--- src/hw/e1_tx_defs.svh ---
// timing and sizing constants for the line interface digital side
`ifndef E1_TX_DEFS_SVH
`define E1_TX_DEFS_SVH
`define E1_CLK_PERIOD_NS   10
`define E1_BIT_PERIOD_NS   488
`define E1_MARK_WIDTH_NS   244
`define E1_IDLE_LIMIT_NS   976
`define E1_MARK_CYC        (`E1_MARK_WIDTH_NS / `E1_CLK_PERIOD_NS)
`define E1_IDLE_CYC        (`E1_IDLE_LIMIT_NS / `E1_CLK_PERIOD_NS)
`define E1_CNT_W           8
`endif

--- src/hw/e1_tx_pkg.sv ---
// types shared by the line interface digital side
package e1_tx_pkg;
   typedef enum logic [1:0] {MODE_NORMAL, MODE_NEAR_LOOP, MODE_FAR_LOOP, MODE_TEST} loop_mode_t;
   typedef enum logic {TX_IDLE, TX_MARK} tx_state_t;
   typedef struct packed {
      logic bit_clock;
      logic plus_rail;
      logic minus_rail;
      logic near_sel;
      logic far_sel;
      logic line_a;
      logic line_b;
   } pin_bus_t;
endpackage

--- src/hw/e1_lineside_tx_loop_ctrl.sv ---
// transmit entry, loopback routing and test mode of a single E1 line interface
`timescale 1ns/100ps
`include "e1_tx_defs.svh"
module e1_lineside_tx_loop_ctrl
   import e1_tx_pkg::*;
(
   input  wire logic clk,                 // 100 MHz system clock
   input  wire logic rst_n,               // async reset, active low
   input  wire logic transmit_bit_clock,  // transmit clock from terminal
   input  wire logic tx_plus_rail_in,     // positive rail data
   input  wire logic tx_minus_rail_in,    // negative rail data
   input  wire logic near_loop_select,    // local loopback select
   input  wire logic far_loop_select,     // remote loopback select
   input  wire logic line_in_a,           // received positive pulse
   input  wire logic line_in_b,           // received negative pulse
   output logic      line_out_a,          // positive line pulse
   output logic      line_out_a_oe,       // drive enable
   output logic      line_out_b,          // negative line pulse
   output logic      line_out_b_oe,       // drive enable
   output logic      rx_plus_rail_out,    // recovered positive pulse
   output logic      rx_plus_rail_out_oe, // drive enable
   output logic      rx_minus_rail_out,   // recovered negative pulse
   output logic      rx_minus_rail_out_oe // drive enable
);
   localparam logic [`E1_CNT_W-1:0] MARK_CYC = `E1_CNT_W'(`E1_MARK_CYC);
   localparam logic [`E1_CNT_W-1:0] IDLE_CYC = `E1_CNT_W'(`E1_IDLE_CYC);

   // single mark decode: a rail pair with both high carries no mark
   function automatic logic [1:0] mark_of(input logic p, input logic m);
      mark_of = {p & ~m, m & ~p};
   endfunction

   // pin synchronisers
   pin_bus_t pins_raw;
   pin_bus_t s1_r;
   pin_bus_t s2_r;
   pin_bus_t s3_r;
   pin_bus_t filt_r;
   pin_bus_t filt_nxt;

   assign pins_raw = '{transmit_bit_clock, tx_plus_rail_in, tx_minus_rail_in,
                       near_loop_select, far_loop_select, line_in_a, line_in_b};

   // accept a change once second and third stages agree
   always_comb
   begin
      filt_nxt = (s2_r ~^ s3_r) & s2_r | ~(s2_r ~^ s3_r) & filt_r;
   end

   always_ff @(posedge clk or negedge rst_n)
   begin
      if (!rst_n)
      begin
         s1_r   <= '0;
         s2_r   <= '0;
         s3_r   <= '0;
         filt_r <= '0;
      end
      else
      begin
         s1_r   <= pins_raw;
         s2_r   <= s1_r;
         s3_r   <= s2_r;
         filt_r <= filt_nxt;
      end
   end

   // mode, clock activity and transmit pulse state
   loop_mode_t              mode_r;
   loop_mode_t              mode_nxt;
   logic                    clk_prev_r;
   logic                    clk_prev_nxt;
   logic [`E1_CNT_W-1:0]    idle_cnt_r;
   logic [`E1_CNT_W-1:0]    idle_cnt_nxt;
   tx_state_t               tx_state_r;
   tx_state_t               tx_state_nxt;
   logic [`E1_CNT_W-1:0]    mark_cnt_r;
   logic [`E1_CNT_W-1:0]    mark_cnt_nxt;
   logic                    mark_neg_r;
   logic                    mark_neg_nxt;
   logic                    clocked;
   logic                    fall;
   logic                    src_plus;
   logic                    src_minus;
   logic [1:0]              src_mark;
   logic [1:0]              rx_src;
   logic                    line_a_nxt;
   logic                    line_b_nxt;
   logic                    rx_plus_nxt;
   logic                    rx_minus_nxt;
   logic                    oe_nxt;
   logic                    oe_r;

   always_comb
   begin
      // each select acts only when high
      case ({filt_r.near_sel, filt_r.far_sel})
         2'b10:   mode_nxt = MODE_NEAR_LOOP;
         2'b01:   mode_nxt = MODE_FAR_LOOP;
         2'b11:   mode_nxt = MODE_TEST;
         default: mode_nxt = MODE_NORMAL;
      endcase
      clk_prev_nxt = filt_r.bit_clock;
      fall         = clk_prev_r & ~filt_r.bit_clock;
      // quiet clock for too long selects clockless path
      if (clk_prev_r != filt_r.bit_clock)
         idle_cnt_nxt = '0;
      else if (idle_cnt_r < IDLE_CYC)
         idle_cnt_nxt = idle_cnt_r + `E1_CNT_W'(1);
      else
         idle_cnt_nxt = idle_cnt_r;
      // far loop feeds recovered rails into transmit
      src_plus  = (mode_r == MODE_FAR_LOOP) ? rx_plus_rail_out : filt_r.plus_rail;
      src_minus = (mode_r == MODE_FAR_LOOP) ? rx_minus_rail_out : filt_r.minus_rail;
      src_mark  = mark_of(src_plus, src_minus);
      // looped receive pulses are RZ, so they bypass the clocked path
      clocked   = (idle_cnt_r < IDLE_CYC) && (mode_r != MODE_FAR_LOOP);
      tx_state_nxt = tx_state_r;
      mark_cnt_nxt = mark_cnt_r;
      mark_neg_nxt = mark_neg_r;
      case (tx_state_r)
         TX_IDLE:
         begin
            // falling clock edge samples both rails
            if (clocked && fall && (src_mark != 2'b00))
            begin
               tx_state_nxt = TX_MARK;
               mark_cnt_nxt = MARK_CYC;
               mark_neg_nxt = src_mark[0];
            end
         end
         TX_MARK:
         begin
            mark_cnt_nxt = mark_cnt_r - `E1_CNT_W'(1);
            if (mark_cnt_r == `E1_CNT_W'(1))
               tx_state_nxt = TX_IDLE;
         end
         default:
         begin
            tx_state_nxt = TX_IDLE;
            mark_cnt_nxt = '0;
         end
      endcase
      // polarity of the line pulse follows the rail
      if (clocked)
      begin
         line_a_nxt = (tx_state_nxt == TX_MARK) && !mark_neg_nxt;
         line_b_nxt = (tx_state_nxt == TX_MARK) && mark_neg_nxt;
      end
      else
      begin
         // rail pulses time the line pulse directly
         line_a_nxt = src_mark[1];
         line_b_nxt = src_mark[0];
      end
      // near loop returns the transmitted line to the receiver
      if (mode_r == MODE_NEAR_LOOP)
         rx_src = mark_of(line_out_a, line_out_b);
      else
         rx_src = mark_of(filt_r.line_a, filt_r.line_b);
      // one receive pulse per received polarity
      rx_plus_nxt  = rx_src[1];
      rx_minus_nxt = rx_src[0];
      oe_nxt = (mode_nxt != MODE_TEST);
   end

   always_ff @(posedge clk or negedge rst_n)
   begin
      if (!rst_n)
      begin
         mode_r            <= MODE_NORMAL;
         clk_prev_r        <= 1'b0;
         idle_cnt_r        <= IDLE_CYC;
         tx_state_r        <= TX_IDLE;
         mark_cnt_r        <= '0;
         mark_neg_r        <= 1'b0;
         line_out_a        <= 1'b0;
         line_out_b        <= 1'b0;
         rx_plus_rail_out  <= 1'b0;
         rx_minus_rail_out <= 1'b0;
         oe_r              <= 1'b1;
      end
      else
      begin
         mode_r            <= mode_nxt;
         clk_prev_r        <= clk_prev_nxt;
         idle_cnt_r        <= idle_cnt_nxt;
         tx_state_r        <= tx_state_nxt;
         mark_cnt_r        <= mark_cnt_nxt;
         mark_neg_r        <= mark_neg_nxt;
         line_out_a        <= line_a_nxt;
         line_out_b        <= line_b_nxt;
         rx_plus_rail_out  <= rx_plus_nxt;
         rx_minus_rail_out <= rx_minus_nxt;
         oe_r              <= oe_nxt;
      end
   end

   assign line_out_a_oe        = oe_r;
   assign line_out_b_oe        = oe_r;
   assign rx_plus_rail_out_oe  = oe_r;
   assign rx_minus_rail_out_oe = oe_r;
endmodule

--- config.mk ---
export PLATFORM = sky130hd
export DESIGN_NAME = e1_lineside_tx_loop_ctrl
export DESIGN_NICKNAME = d
export VERILOG_FILES = /design/src/hw/e1_tx_pkg.sv /design/src/hw/e1_lineside_tx_loop_ctrl.sv
export VERILOG_INCLUDE_DIRS = /design/src /design/src/hw
export SDC_FILE = /design/constraint.sdc
export NUM_CORES = 1
export LEC_CHECK = 0
export CAP_MARGIN = 15
export CORE_MARGIN = 3
export CORE_UTILIZATION = 40
export DETAILED_ROUTE_END_ITERATION = 8
export DONT_BUFFER_PORTS = 1
export GPL_ROUTABILITY_DRIVEN = 0
export PLACE_DENSITY = 0.56
export SYNTH_ARGS = -nofsm -noshare
export SYNTH_HDL_FRONTEND = slang
export SYNTH_SLANG_ARGS = --single-unit
--- constraint.sdc ---
create_clock -name clk -period 2.7 [get_ports clk]
set_input_delay 0.54 -clock clk [delete_from_list [all_inputs] [get_ports clk]]
set_output_delay 0.54 -clock clk [all_outputs]
set_load 0.01 [all_outputs]
==> impl_metrics.yaml <==
timing:
  max_slew_margin_pct: 57.9
  post-route-period-util_pct: 77.0
  slew_violations: 0
  setup_tns_ns: 0
  setup_viol: 0
  fin_crit_ns: 2.08
  clock_skew_ns: 0.00645
  fmax_ghz: 0.481
  rsz0062_at_grt: "no"
  worst_pin_slew_ns: 0.622
  hold_violations: 0
  whs_ns: 0.0640
yosys:
  synth_edf_count: 0
  synth-seq-cells: 54
  netlist.top_cell.by_area: "dfrtp_1"
  synthTopCellsByCount: "dfrtp_1, nand2_1, inv_1, o21ai_0"
  syn-num-nets: 186
  synth_async_sr_flop_share_pct: 100
  synth_area_leaders: "dfrtp_1, dfstp_2, ha_1"
  ys_types: 33
  synthFlopType: "dfrtp_1"
  syn-cell-area_um2: 2120
  yosysMostFrequentCell: "dfrtp_1"
  synth_warnings: 0
  avgSynthCellArea_um2: 12.4
  yosysSeqAreaShare_pct: 64.1
  synth_top_area_share_pct: 59.1
  syn_inst: 170
clocking:
  clk_pin_slew_ns: 0.09
  clk_latency_ns: 0.30
  clockBufferDepth: 2
  cts_tree: "built"
  cts.sinks: 54
  cts_buffers: 5
  htree_num_levels: 2
  postCtsSetupBuffers: 0
  clock-root-buffer: "clkbuf_8"
critical_path:
  rrSetupSlack_ns: 0.62
  arrival_ns: 2.29
  reg2reg_depth: 8
  reg2reg_to: "line_out_a$_DFF_PN0_"
  crit_fanout: 6
  crit_type: "reg2reg"
  start_kind: "register"
  cp-end-kind: "register"
  r2r-start: "mode_r[1]$_DFF_PN0_"
  worstPathRequired_ns: 2.91
global_routing:
  grt_usage_pct: 12.3
  grt_pass1_wl_um: 5780
  grt_pass1_vias: 1198
  antenna_found_initial: 0
  grt_max_degree: 51
  gr-total-overflow: 0
floorplanning:
  die_h_um: 78.7
  io_pins: 17
  die_area_um2: 6200
  die_x_um: 78.7
  core-area_um2: 4910
  row_count: 25
  initial_utilization_pct: 43.1
drt:
  routed_wl_um: 3270
  via_per_inst: 4.90
  wl_per_cell_um: 13.7
  remaining_drc_errors: 0
  initialDrtViolationCount: 59
  num_vias: 1166
  antenna_left: 0
  drtPass1Iterations: 4
layout:
  seqCellArea_um2: 1360
  drive_gt1_share_pct: 11.1
  area_growth_pct: 7.39
  antennaDiodeCount: 0
  layout.nets: 186
  multi_input_area_um2: 677
  final.fill_count: 455
run:
  maxCapViolations: 0
run_status:
  outcome: "completed"
pwr:
  power_density_nw_per_um2: 834
  power_w: 0.00189
  leakage_nw: 1.04
  peakVddDrop_v: 0.000373
hold_path:
  hold_class: "in2async"
place:
  port_buffers: 0
  hpwl_um: 2240
-- cell usage in the layout, fill, tap and decap left out, types with 2 or more instances in the layout --
master and count:
nor2_1 6, nand3_1 3, nand3b_1 3, maj3_1 7, o21ai_0 9, o31ai_1 2, dfrtp_1 50, nor2b_1 2
clkbuf_8 5, nand2_1 16, mux2i_1 5, dfstp_2 4, ha_1 7, and2_1 6, a21oi_1 4, nand2b_1 6
xor2_1 3, a211oi_1 2, nor3_1 3, nor4_1 2, inv_1 11
-- stage by stage --
stage | worst slack [ns] | std cells | cell area, um^2 | utilization [%]
floorplan | 0.805 | 170 | 2120 | -
global placement | 0.716 | 229 | 2160 | 43.9
global route | 0.428 | 238 | 2270 | 46.3
finish | 0.622 | 238 | 2270 | 46.3
detailed placement | 0.639 | 229 | 2160 | 43.9
CTS | 0.579 | 238 | 2270 | 46.3
-- critical path, cell delays in order (launching register included) --
cell and delay [ns]:
dfrtp_1 0.37, nor2b_1 0.30, nand2_1 0.09, nand2_1 0.08, ha_1 0.24, or3b_2 0.51
nor2_1 0.11, a21oi_1 0.05, o31ai_1 0.23
-- report_power, final --
group          switching, W  internal [W]  total, W
Combinational      0.000194      0.000178  0.000372
Sequential         0.000138      0.000951   0.00109
Clock              0.000250      0.000183  0.000434
-- cell type report --
| type | instances | share of cell area [%] |
|---|---|---|
| Inverter | 11 | 1.82 |
| Clock buffer | 6 | 3.19 |
| Multi-Input combinational cell | 97 | 29.8 |
| Sequential cell | 54 | 59.7 |
| Timing Repair Buffer | 1 | 1.21 |
| Tap cell | 67 | 3.69 |
| Clock inverter | 2 | 0.606 |
-- worst max path at each step --
stage,slack (ns),startpoint,to,cells after the start
floorplan,0.81,mode_r[0]$_DFF_PN0_,line_out_a$_DFF_PN0_,8
global placement,0.72,idle_cnt_r[0]$_DFFE_PN1P_,mark_cnt_r[0]$_DFFE_PN0P_,6
detailed placement,0.64,mode_r[1]$_DFF_PN0_,line_out_a$_DFF_PN0_,8
CTS,0.58,mode_r[1]$_DFF_PN0_,line_out_a$_DFF_PN0_,8
global route,0.43,mode_r[1]$_DFF_PN0_,line_out_a$_DFF_PN0_,8
finish,0.62,mode_r[1]$_DFF_PN0_,line_out_a$_DFF_PN0_,8
-- what timing repair did --
| action | CTS | global route |
|---|---|---|
| hold endpoints to repair | 50 | 0 |
| hold buffers | 1 | 0 |
| resized for setup | 0 | 0 |
-- cells by family (layout without fill, tap and decap cells) --
kind of cell,count (synthesis),in the layout,share of synthesized area (%)
flops,54,54,64.1
simple gates,51,51,13.0
compound gates,22,22,7.04
buf+inv,19,20,3.90
fa+ha+maj,14,14,7.45
mux,6,6,2.90
xor+xnor,4,4,1.66
-- per-layer routing --
metal	track usage [%]	share of wire, %	wire length (um)
met5	0	0	0
met4	5.24	1.8	60
met3	4.76	3.7	122
met2	18.5	48	1560
met1	15.9	47	1530
Power figures use the tool's default switching activity.
